### config.mk
export PLATFORM = sky130hd
export DESIGN_NAME = wfr_regs
export DESIGN_NICKNAME = d
export VERILOG_FILES = /design/src/logic/wfr_regs.v /design/src/logic/wfr_id_match.v
export VERILOG_INCLUDE_DIRS = /design/src /design/src/logic
export SDC_FILE = /design/constraint.sdc
export NUM_CORES = 1
export LEC_CHECK = 0
export BUFFER_PORTS_ARGS = -buffer_cell sky130_fd_sc_hd__buf_2
export CAP_MARGIN = 5
export CORE_MARGIN = 4
export CORE_UTILIZATION = 52
export DETAILED_ROUTE_END_ITERATION = 16
export PLACE_DENSITY = 0.8
export SLEW_MARGIN = 20
export SYNTH_ARGS = -nofsm -noshare
export SYNTH_HDL_FRONTEND = slang
export SYNTH_SLANG_ARGS = --single-unit
export TNS_END_PERCENT = 100
### constraint.sdc
create_clock -name clk_sys_in -period 1.85 [get_ports clk_sys_in]
set_input_delay 0.0925 -clock clk_sys_in [delete_from_list [all_inputs] [get_ports clk_sys_in]]
set_output_delay 0.0925 -clock clk_sys_in [all_outputs]
set_load 0.01 [all_outputs]
### src/logic/wfr_consts.vh
// constants for the wake-up frame identifier filter registers
`ifndef WFR_CONSTS_VH
`define WFR_CONSTS_VH

// register addresses on the serial register port
`define WFR_ADDR_W            7
`define WFR_ADDR_ID_HIGH      7'h32
`define WFR_ADDR_ID_LOW       7'h33
`define WFR_ADDR_MASK_HIGH    7'h34

// register geometry
`define WFR_REG_W             16
`define WFR_REG_RESET         16'h0000
`define WFR_ID_LOW_WMASK      16'hff7f

// fields of the lower identifier register
`define WFR_LOW_ID_HI_MSB     15
`define WFR_LOW_ID_HI_LSB     8
`define WFR_LOW_RSVD_BIT      7
`define WFR_LOW_ID_LO_MSB     6
`define WFR_LOW_ID_LO_LSB     2
`define WFR_LOW_RTR_BIT       1
`define WFR_LOW_IDE_BIT       0

// identifier layout
`define WFR_ID_W              29
`define WFR_ID_LOW_W          13
`define WFR_STD_ID_LSB        18

`endif

### src/logic/wfr_regs.v
// wake-up frame identifier and upper mask registers with frame matcher
`default_nettype none
`include "wfr_consts.vh"

module wfr_regs
(
  // clock and reset
  input  wire                      clk_sys_in,
  input  wire                      rstn_in,
  // device reset events
  input  wire                      soft_reset_in,
  input  wire                      restart_in,
  // register port from the serial interface decoder
  input  wire [`WFR_ADDR_W-1:0]    reg_addr_in,
  input  wire [`WFR_REG_W-1:0]     reg_wdata_in,
  input  wire                      reg_wr_in,
  input  wire                      reg_rd_in,
  output reg  [`WFR_REG_W-1:0]     reg_rdata_out,
  // configuration valid control
  input  wire                      config_valid_set_in,
  input  wire                      config_change_in,
  input  wire                      wake_event_in,
  output wire                      wake_config_valid_out,
  // lower mask bits 12..0 from the companion register
  input  wire [`WFR_ID_LOW_W-1:0]  id_mask_low_in,
  // received can frame
  input  wire                      rx_valid_in,
  input  wire [`WFR_ID_W-1:0]      rx_id_in,
  input  wire                      rx_rtr_in,
  input  wire                      rx_ide_in,
  // matcher result
  output wire                      wake_up_frame_match_out
);

  reg  [`WFR_REG_W-1:0] id_low_q;
  reg  [`WFR_REG_W-1:0] id_high_q;
  reg  [`WFR_REG_W-1:0] mask_high_q;
  reg                   cfg_valid_q;
  reg                   cfg_valid_d;
  reg  [`WFR_REG_W-1:0] rdata_d;
  reg  [`WFR_REG_W-1:0] id_low_d;
  reg  [`WFR_REG_W-1:0] id_high_d;
  reg  [`WFR_REG_W-1:0] mask_high_d;

  wire wr_low;
  wire wr_high;
  wire wr_mask;
  wire cfg_write;
  wire [`WFR_ID_W-1:0] exp_id;
  wire [`WFR_ID_W-1:0] cmp_en;

  // fields of the lower identifier register as the matcher sees them
  wire [`WFR_LOW_ID_HI_MSB-`WFR_LOW_ID_HI_LSB:0] exp_id_12_5;
  wire [`WFR_LOW_ID_LO_MSB-`WFR_LOW_ID_LO_LSB:0] exp_id_4_0;
  wire                                           exp_rtr;
  wire                                           exp_ide;

  assign wr_low  = reg_wr_in & (reg_addr_in == `WFR_ADDR_ID_LOW);
  assign wr_high = reg_wr_in & (reg_addr_in == `WFR_ADDR_ID_HIGH);
  assign wr_mask = reg_wr_in & (reg_addr_in == `WFR_ADDR_MASK_HIGH);
  assign cfg_write = wr_low | wr_high | wr_mask | config_change_in;

  // next values; soft reset beats a write in the same cycle, and restart
  // is deliberately not a term, so every stored bit survives it
  always @*
  begin
    id_low_d    = id_low_q;
    id_high_d   = id_high_q;
    mask_high_d = mask_high_q;
    if (soft_reset_in)
    begin
      id_low_d    = `WFR_REG_RESET;
      id_high_d   = `WFR_REG_RESET;
      mask_high_d = `WFR_REG_RESET;
    end
    else
    begin
      if (wr_low)
        id_low_d = reg_wdata_in & `WFR_ID_LOW_WMASK;
      if (wr_high)
        id_high_d = reg_wdata_in;
      if (wr_mask)
        mask_high_d = reg_wdata_in;
    end
  end

  always @(posedge clk_sys_in or negedge rstn_in)
  begin
    if (!rstn_in)
      id_low_q <= `WFR_REG_RESET;
    else
      id_low_q <= id_low_d;
  end

  always @(posedge clk_sys_in or negedge rstn_in)
  begin
    if (!rstn_in)
      id_high_q <= `WFR_REG_RESET;
    else
      id_high_q <= id_high_d;
  end

  always @(posedge clk_sys_in or negedge rstn_in)
  begin
    if (!rstn_in)
      mask_high_q <= `WFR_REG_RESET;
    else
      mask_high_q <= mask_high_d;
  end

  // host set wins over a same-cycle write, event or match clear; soft reset still beats the set
  always @*
  begin
    cfg_valid_d = cfg_valid_q;
    if (cfg_write | wake_event_in | wake_up_frame_match_out)
      cfg_valid_d = 1'b0;
    if (config_valid_set_in)
      cfg_valid_d = 1'b1;
  end

  always @(posedge clk_sys_in or negedge rstn_in)
  begin
    if (!rstn_in)
      cfg_valid_q <= 1'b0;
    else if (soft_reset_in)
      cfg_valid_q <= 1'b0;
    else
      cfg_valid_q <= cfg_valid_d;
  end

  assign wake_config_valid_out = cfg_valid_q;

  // read mux; unmapped addresses read zero
  always @*
  begin
    rdata_d = `WFR_REG_RESET;
    case (reg_addr_in)
      `WFR_ADDR_ID_LOW:
        rdata_d = id_low_q & `WFR_ID_LOW_WMASK;
      `WFR_ADDR_ID_HIGH:
        rdata_d = id_high_q;
      `WFR_ADDR_MASK_HIGH:
        rdata_d = mask_high_q;
      default:
        rdata_d = `WFR_REG_RESET;
    endcase
  end

  // read data is registered and held until the next read strobe;
  // soft reset leaves it alone so a pending answer is not lost
  always @(posedge clk_sys_in or negedge rstn_in)
  begin
    if (!rstn_in)
      reg_rdata_out <= `WFR_REG_RESET;
    else if (reg_rd_in)
      reg_rdata_out <= rdata_d;
  end

  assign exp_id_12_5 = id_low_q[`WFR_LOW_ID_HI_MSB:`WFR_LOW_ID_HI_LSB];
  assign exp_id_4_0  = id_low_q[`WFR_LOW_ID_LO_MSB:`WFR_LOW_ID_LO_LSB];
  assign exp_rtr     = id_low_q[`WFR_LOW_RTR_BIT];
  assign exp_ide     = id_low_q[`WFR_LOW_IDE_BIT];

  // assemble the full 29-bit expected identifier and compare enables
  assign exp_id = {id_high_q, exp_id_12_5, exp_id_4_0};
  assign cmp_en = {mask_high_q, id_mask_low_in};

  wfr_id_match u_match
  (
    .clk_sys_in  (clk_sys_in),
    .rstn_in     (rstn_in),
    .exp_id_in   (exp_id),
    .cmp_en_in   (cmp_en),
    .exp_rtr_in  (exp_rtr),
    .exp_ide_in  (exp_ide),
    .enable_in   (cfg_valid_q),
    .rx_valid_in (rx_valid_in),
    .rx_id_in    (rx_id_in),
    .rx_rtr_in   (rx_rtr_in),
    .rx_ide_in   (rx_ide_in),
    .match_out   (wake_up_frame_match_out)
  );

  // restart_in is accepted for completeness of the reset set only
  wire unused_restart;
  assign unused_restart = restart_in;

endmodule
`default_nettype wire

### src/logic/wfr_id_match.v
// masked comparison of a received can identifier against the wake-up frame
`default_nettype none
`include "wfr_consts.vh"

module wfr_id_match
(
  // clock and reset
  input  wire                      clk_sys_in,
  input  wire                      rstn_in,
  // expected frame and compare enables
  input  wire [`WFR_ID_W-1:0]      exp_id_in,
  input  wire [`WFR_ID_W-1:0]      cmp_en_in,
  input  wire                      exp_rtr_in,
  input  wire                      exp_ide_in,
  input  wire                      enable_in,
  // received frame
  input  wire                      rx_valid_in,
  input  wire [`WFR_ID_W-1:0]      rx_id_in,
  input  wire                      rx_rtr_in,
  input  wire                      rx_ide_in,
  // result
  output reg                       match_out
);

  wire [`WFR_ID_W-1:0] bit_ok;
  wire                 fmt_ok;

  genvar i;
  generate
    for (i = 0; i < `WFR_ID_W; i = i + 1)
    begin : g_bit
      assign bit_ok[i] = ~cmp_en_in[i] |
                         (~exp_ide_in & (i < `WFR_STD_ID_LSB)) |
                         (exp_id_in[i] == rx_id_in[i]);
    end
  endgenerate

  // frame type and format must always agree
  assign fmt_ok = (exp_rtr_in == rx_rtr_in) & (exp_ide_in == rx_ide_in);

  always @(posedge clk_sys_in or negedge rstn_in)
  begin
    if (!rstn_in)
      match_out <= 1'b0;
    else
      match_out <= enable_in & rx_valid_in & fmt_ok & (&bit_ok);
  end

endmodule
`default_nettype wire

# Word-level counts from Yosys, hierarchy flattened
# Index checks and enable logic that the tools add are counted.
# word_totals
register_bits	66
in_bits	77
out_inout_bits	18
wordCells	144
# op_classes
eq_ne	34
mux	10
bitwise	89
n_reduce_logical	5
# op_table
cell	n
$mux 16	6
$or 1x1->1	52
$pmux 16 s3	1
$eq 1x1->1	31
$not 1->1	30
$reduce_and 29->1	1
$eq 7x6->1 const B	3
$and 1x1->1	7
$reduce_bool 2->1	3
$mux 1	3
$reduce_bool 3->1	1

# Longest topological paths before layout
# Gate-level depths: netlist (run 1).
# depth
word_depth	10
depth_mapped	7
mapped_depth_nobuf	5

# Cells and area by module
# Synthesis (run 1) repeated with hierarchy kept, for this count alone.
# unflattened
cells_unflattened	348
hier_area_um2	3343.2
# by_module_without_submodules
mod	n_inst	cells_per_inst	area_each_um2	seq_area_each_um2
wfr_regs	1	296	2867.8	1601.5
wfr_id_match	1	52	475.5	25.0

# Worst setup path before layout (run 1)
# No wires, ideal clock.
# synth_path
kind	reg-to-reg
start	register id_low_q[13]
end	register u_match.match_out
setup_ns	0.111
t_arrival_ns	1.418
t_required_ns	1.739
path_slack_ns	0.321
path_stages_with_launch	6
n_path_buf	0
period_less_slack_ns	1.529
cell_sequence	dfrtp_1 xor2_1 a22o_1 a221oi_1 nand4_1 a2111oi_2
# synth_via
elab_chain_cells	4
# synth_rtl
item	line	text
from (decl)	wfr_regs.v:35	reg [`WFR_REG_W-1:0] id_low_q;
from (signal assigned)	wfr_regs.v:90	id_low_q <= `WFR_REG_RESET;
from (signal assigned)	wfr_regs.v:92	id_low_q <= id_low_d;
$eq 1x1->1	wfr_id_match.v:34	(exp_id_in[i] == rx_id_in[i]);
$or 1x1->1	wfr_id_match.v:32	assign bit_ok[i] = ~cmp_en_in[i] |
$reduce_and 29->1	wfr_id_match.v:46	match_out <= enable_in & rx_valid_in & fmt_ok & (&bit_ok);
$and 1x1->1	wfr_id_match.v:46	
to (signal assigned)	wfr_id_match.v:46	
to (decl)	wfr_id_match.v:22	output reg match_out
# Every way passes these cells.
# A chain may end at the register's enable or synchronous reset.

# Worst setup path in the final report (run 1)
# Ends and elaborated chain as after synthesis.

==> metrics.md, run 1 <==
| Metric | Value |
|---|---|
| R2R depth | 5 |
| Register area | 0.001627 mm^2 |
| Post-synth top area cell | dfrtp_1 |
| Clock-pin slew on the worst setup and hold paths | 0.07 ns |
| DRT Pass-1 Iters | 6 |
| Most frequent cell after synthesis | nand2_1 |
| Initial DRC count | 279 |
| Endpoint class of the critical path | flop |
| Synth area leaders | dfrtp_1, nand2_1, a21oi_1, xor2_1, a22o_1 |
| Worst slew pin tran | 0.5072 ns |
| Vias in the first global route | 2,907 |
| Setup TNS Final | 0 ns |
| Detailed Place HPWL | 6.311 mm |
| Initial antenna violation count | 0 |
| Hold depth | 3 |
| Reg2reg start | id_low_q[13] |
| P_leak | 1.936 nW |
| Cell Chain, Critical Path | xor2_1 > a22o_1 > a221oi_1 > nand4_1 > a2111oi_2 |
| HP Class | in2reg |
| Die W | 87.78 um |
| Status | completed |
| Largest delay share family, worst path | compound AO/OA/AOI/OAI gates |
| Synthesized netlist cell count | 364 |
| Initial core utilization | 54.60% |
| Clock skew | 0.008294 ns |
| Synth Warn # | 0 |
| Final period util | 96.00% |
| Largest net degree at the start of global routing | 66 |
| Dominant synthesized flop cell | dfrtp_1 |
| # H-tree levels | 3 |
| Syn nets | 441 |
| Bufs and invs on worst path | 0 |
| Max Slew Vio Count | 0 |
| Netlist cell types | 31 |
| FP Rows | 28 |
| P_sw | 0.0007101 W |
| Via density | 5.660 |
| Max Root-Sink Buffers | 2 |
| Gr ovfl total | 0 |
| Sw Share | 24.12% |
| Final Hold Viols | 0 |
| Fillers | 507 |
| Diodes inserted | 0 |
| Core area | 0.006061 mm^2 |
| Max Clk Rate | 563.1 MHz |
| Seq pwr share | 49.6% |
| Final core occ | 67.18% |
| Wire per inst | 16.96 um |
| # DRC | 0 |
| TritonCTS clock tree | done |
| Pwr dens | 723.2 mW/mm^2 |
| CTS root buf | clkbuf_8 |
| Crit path launch type | flop |
| Area grow syn2layout | 23.02% |
| Crit path largest cell delay | 0.41 ns |
| Post-Layout Cell Count | 539 |
| Fraction of layout cells with a size suffix above 1 | 26.51% |
| CP Class | reg2reg |
| DR vias | 3,051 |
| Yosys top cell area share | 49.15% |
| Normalized max-slew margin | 66.19% |
| Hold_sp | reg_wdata_in[0] |
| Crit-path slowest cell | dfrtp_1 |
| Final nets | 536 |
| Total wire length | 9.144 mm |
| Total CTS buffers | 9 |
| Area occupied by multi-input gates | 0.001560 mm^2 |
| EDFF count, synth | 0 |
| Number of setup violations in the final report | 0 |
| Routed Antenna Nets | 0 |
| Die area | 0.007704 mm^2 |
| Ports | 95 |
| Combinational fraction of design power | 10.6% |
| CTS resizes | 0 |
| Placer Congestion | 0.8907 |
| Critical path fanouts, max | 3 |
| Max VDD drop | 0.4029 mV |
| RSZ-0062 raised after global routing | false |
| Reg-to-reg endpoint | u_match.match_out |
| First-pass GRT wire length | 14.38 mm |
| Internal power | 0.002234 W |
| Clock network power share | 39.8% |
| Seq cells post-synth | 65 |
| Placed insts | 520 |
| Worst Hold Path EP | id_low_q[0] |
| Mapped Area | 0.003309 mm^2 |
| Worst-Skew Late Latency | 0.33 ns |
| Post-synth top cells | nand2_1, dfrtp_1, a21oi_1 |
| Max-Cap Viols | 0 |
| # clock sinks | 65 |
| WP data required | 2.07 ns |
| Port Buffer Count | 93 |
| R2R setup slack | 0.07 ns |
| Avg Inst Size Synth | 9.092 um^2 |
| Async S/R FF share, synth | 100.0% |
| GRT Overall Usage | 24.45% |
| Minimum clock period | 1.776 ns |
| Data arrival, critical path | 1.99 ns |
| Die height | 87.78 um |
| Sequential share of the synthesized area | 49.15% |
[cells in the final DEF, fill, tap and decap left out]
master         count
and4bb_2           1
nor2b_1            2
nand4b_1           1
bufinv_16          1
and3_1             2
dlygate4sd3_1      3
dfrtp_1           65
and2b_1            1
buf_12             1
clkbuf_1           3
a21oi_1           63
clkbuf_8          10
nand2b_1           1
nand3_1            2
inv_1              1
nor4b_1            1
o21bai_1           1
nor2_1            18
or3_1              1
a2111oi_2          1
xnor2_1            2
a22o_1            19
nand2_4            1
clkinv_2           2
buf_4             11
nand4_1            3
a22oi_1           22
buf_2             93
nor3b_4            1
a222oi_1           1
xor2_1            29
a221oi_1           3
nand2_1           96
o21ai_0            1
nor3_4             1
[power by group through the flow]
stage               combinational, W  sequential [W]  clock [W]
global route                0.000340         0.00146    0.00126
global placement            0.000302         0.00149          0
CTS                         0.000311         0.00146    0.00119
finish                      0.000311         0.00146    0.00117
detailed placement          0.000304         0.00149          0
floorplan                   0.000108         0.00150          0
[routing by layer]
| metal | global-route usage (%) | routed length (um) | share of wire, % | up-vias |
|---|---|---|---|---|
| met5 | 0 | 0 | 0 | - |
| met4 | 9.066 | 109 | 1.2 | 0 |
| met3 | 3.951 | 879 | 9.6 | 10 |
| met2 | 38.15 | 4401 | 48 | 142 |
| met1 | 34.51 | 3754 | 41 | 1446 |
| li1 | - | - | - | 1453 |
[worst max-delay path by stage]
| stage | to | depth (start not counted) | from |
|---|---|---|---|
| detailed placement | u_match.match_out | 5 | id_low_q[13] |
| finish | u_match.match_out | 5 | id_low_q[13] |
| global placement | u_match.match_out | 5 | id_low_q[13] |
| CTS | u_match.match_out | 5 | id_low_q[13] |
| global route | u_match.match_out | 5 | id_low_q[13] |
| floorplan | u_match.match_out | 5 | id_low_q[13] |
[sequential cells by signal, indices dropped and copies added (netlist names)]
name and cells:
id_high_q 16, mask_high_q 16, reg_rdata_out 16, id_low_q 15
u_match.match_out 1, wake_config_valid_out 1
[worst register-to-register path: stages (launching register included)]
cell and delay, ns:
dfrtp_1 0.41, xor2_1 0.17, a22o_1 0.22, a221oi_1 0.28
nand4_1 0.21, a2111oi_2 0.39
[stage by stage]
stage	hold WS (ns)	total power (W)	instance area, um^2	setup WS, ns
after floorplan	-0.2031	0.001608	3309	0.3208
after global placement	0.1343	0.001788	3852	0.1154
after detailed placement	0.1357	0.001792	3852	0.07106
after CTS	0.001987	0.002962	4071	0.04606
after global routing	0.01134	0.003060	4071	0.0005933
final	0.01341	0.002944	4071	0.07399
[cell families after synthesis]
group                     Yosys count  share of synthesized area, %
AOI/OAI and AO/OA                 111                         21.47
xor gates and xnor gates           31                         8.204
buffers and inverters              25                         3.705
DFF                                65                         49.15
and+or+nand+nor                   132                         17.47
[final cells by class]
class | count | area share (%)
repair buffers | 108 | 14.69
flip-flops and latches | 65 | 39.95
multi-input cells | 274 | 38.32
inverters | 1 | 0.09219
well taps | 75 | 2.305
clock inverters | 3 | 0.9834
clock buffers | 13 | 3.657
[what timing repair did]
action,CTS,global route
hold buffers,3,0
buffers inserted,0,0
hold endpoints to repair,68,0
(Power assumes the default switching activity.)
==> inputs of run 2 (changes only) <==
- MAX_ROUTING_LAYER: default -> met4
==> run 2 against run 1 <==
Effect of this change:
- worst hold slack barely moved
- clock skew barely moved
- total power rose by 0.20%
- design area did not move
- maximum frequency rose by 0.17%
- combinational power barely moved
- setup slack improved by 0.0030 ns
- global-route usage rose by 0.75 points
==> metrics.md, run 2 (synthesized netlist as in run 1, its figures left out) <==
| Metric | Value |
|---|---|
| P_leak | 1.936 nW |
| Max Slew Vio Count | 0 |
| Setup TNS Final | 0 ns |
| Area grow syn2layout | 23.02% |
| Worst slew pin tran | 0.5114 ns |
| Crit path launch type | flop |
| R2R setup slack | 0.08 ns |
| TritonCTS clock tree | done |
| Max-Cap Viols | 0 |
| Minimum clock period | 1.773 ns |
| Die area | 0.007704 mm^2 |
| Initial antenna violation count | 0 |
| Via density | 5.735 |
| Register area | 0.001627 mm^2 |
| Ports | 95 |
| Fillers | 507 |
| GRT Overall Usage | 25.20% |
| Clock skew | 0.008328 ns |
| Final Hold Viols | 0 |
| Critical path fanouts, max | 3 |
| Max Root-Sink Buffers | 2 |
| P_sw | 0.0007158 W |
| Max Clk Rate | 564.0 MHz |
| Status | completed |
| DR vias | 3,091 |
| Diodes inserted | 0 |
| Placer Congestion | 0.9057 |
| Most frequent cells in the layout | nand2_1, buf_2, dfrtp_1 |
| Wire per inst | 17.02 um |
| Clock-pin slew on the worst setup and hold paths | 0.07 ns |
| HP Class | in2reg |
| Postcts setup bufs | 0 |
| Clock network power share | 40.0% |
| Routed Antenna Nets | 0 |
| Largest net degree at the start of global routing | 66 |
| Combinational fraction of design power | 10.5% |
| Die height | 87.78 um |
| Endpoint class of the critical path | flop |
| # DRC | 0 |
| Commonest non-fill, non-tap cell in the layout | nand2_1 |
| DRT Pass-1 Iters | 5 |
| Gr ovfl total | 0 |
| # H-tree levels | 3 |
| # clock sinks | 65 |
| CP Class | reg2reg |
| Worst-Skew Late Latency | 0.33 ns |
| Total CTS buffers | 9 |
| Die W | 87.78 um |
| Seq pwr share | 49.5% |
| WP data required | 2.07 ns |
| Fraction of layout cells with a size suffix above 1 | 26.51% |
| Max VDD drop | 0.4032 mV |
| Post-Layout Cell Count | 539 |
| CTS root buf | clkbuf_8 |
| Area occupied by multi-input gates | 0.001560 mm^2 |
| Sw Share | 24.26% |
| Data arrival, critical path | 1.99 ns |
| Initial core utilization | 54.60% |
| Detailed Place HPWL | 6.311 mm |
| Final period util | 95.84% |
| Total wire length | 9.174 mm |
| Vias in the first global route | 2,915 |
| Normalized max-slew margin | 65.91% |
| First-pass GRT wire length | 14.35 mm |
| FP Rows | 28 |
| Initial DRC count | 284 |
| Largest regs | id_high_q x16, mask_high_q x16, reg_rdata_out x16 |
| Pwr dens | 724.6 mW/mm^2 |
| Internal power | 0.002234 W |
| Core area | 0.006061 mm^2 |
| Placed insts | 520 |
| Final nets | 536 |
| RSZ-0062 raised after global routing | false |
| Port Buffer Count | 93 |
| Number of setup violations in the final report | 0 |
## run 2: cell counts in the layout (fill, tap and decap cells not counted)
No cell type changed its count.
## run 2: cell type report
cell class	instances	area share, %
clock inverter	3	0.9834
clock buffer	13	3.657
multi-input combinational	274	38.32
tap	75	2.305
sequential	65	39.95
inverter	1	0.09219
timing repair buffer	108	14.69
## run 2: final timing paths
kind,startpoint,to,depth (start not counted)
worst max-delay path,id_low_q[13],u_match.match_out,5
worst max register to register,id_low_q[13],u_match.match_out,5
max in group asynchronous,rstn_in,reg_rdata_out[10],3
worst min-delay path,reg_wdata_in[0],id_low_q[0],3
min in group asynchronous,rstn_in,wake_config_valid_out,3
worst min register to register,reg_rdata_out[7],reg_rdata_out[7],2
## run 2: power groups by stage
stage               combinational [W]  clock, W  sequential [W]
floorplan                    0.000108         0         0.00150
global placement             0.000302         0         0.00149
detailed placement           0.000304         0         0.00149
CTS                          0.000311   0.00119         0.00146
global route                 0.000340   0.00126         0.00146
finish                       0.000311   0.00118         0.00146
## run 2: metrics by stage
| stage | setup WS (ns) | hold slack (ns) | total power (W) | cell area, um^2 | utilization, % |
|---|---|---|---|---|---|
| 3_5_place_dp | 0.07106 | 0.1357 | 0.001792 | 3852 | 63.56 |
| 2_1_floorplan | 0.3208 | -0.2031 | 0.001608 | 3309 | - |
| 5_1_grt | 0.0005931 | 0.01132 | 0.003060 | 4071 | 67.18 |
| 4_1_cts | 0.04606 | 0.001987 | 0.002962 | 4071 | 67.18 |
| 3_3_place_gp | 0.1154 | 0.1343 | 0.001788 | 3852 | 63.56 |
| 6_report | 0.07698 | 0.01366 | 0.002950 | 4071 | 67.18 |
## run 2: per-layer routing
layer | vias to the layer above | part of all wire (%) | track usage, %
met1 | 1487 | 43 | 34.45
met2 | 143 | 48 | 38.22
met5 | - | 0 | -
li1 | 1453 | - | -
met3 | 8 | 8.2 | 3.857
met4 | 0 | 1.1 | 9.066
## run 2: worst max-delay path, stage by stage (launching register included)
cell       delay, ns
dfrtp_1         0.40
xor2_1          0.16
a22o_1          0.22
a221oi_1        0.27
nand4_1         0.21
a2111oi_2       0.39
## run 2: what timing repair did
| action | in CTS | in global routing |
|---|---|---|
| endpoints found under the setup margin | 0 | 0 |
| hold endpoints to repair | 68 | 0 |
| gates resized for setup | 0 | 0 |
| hold buffers | 3 | 0 |
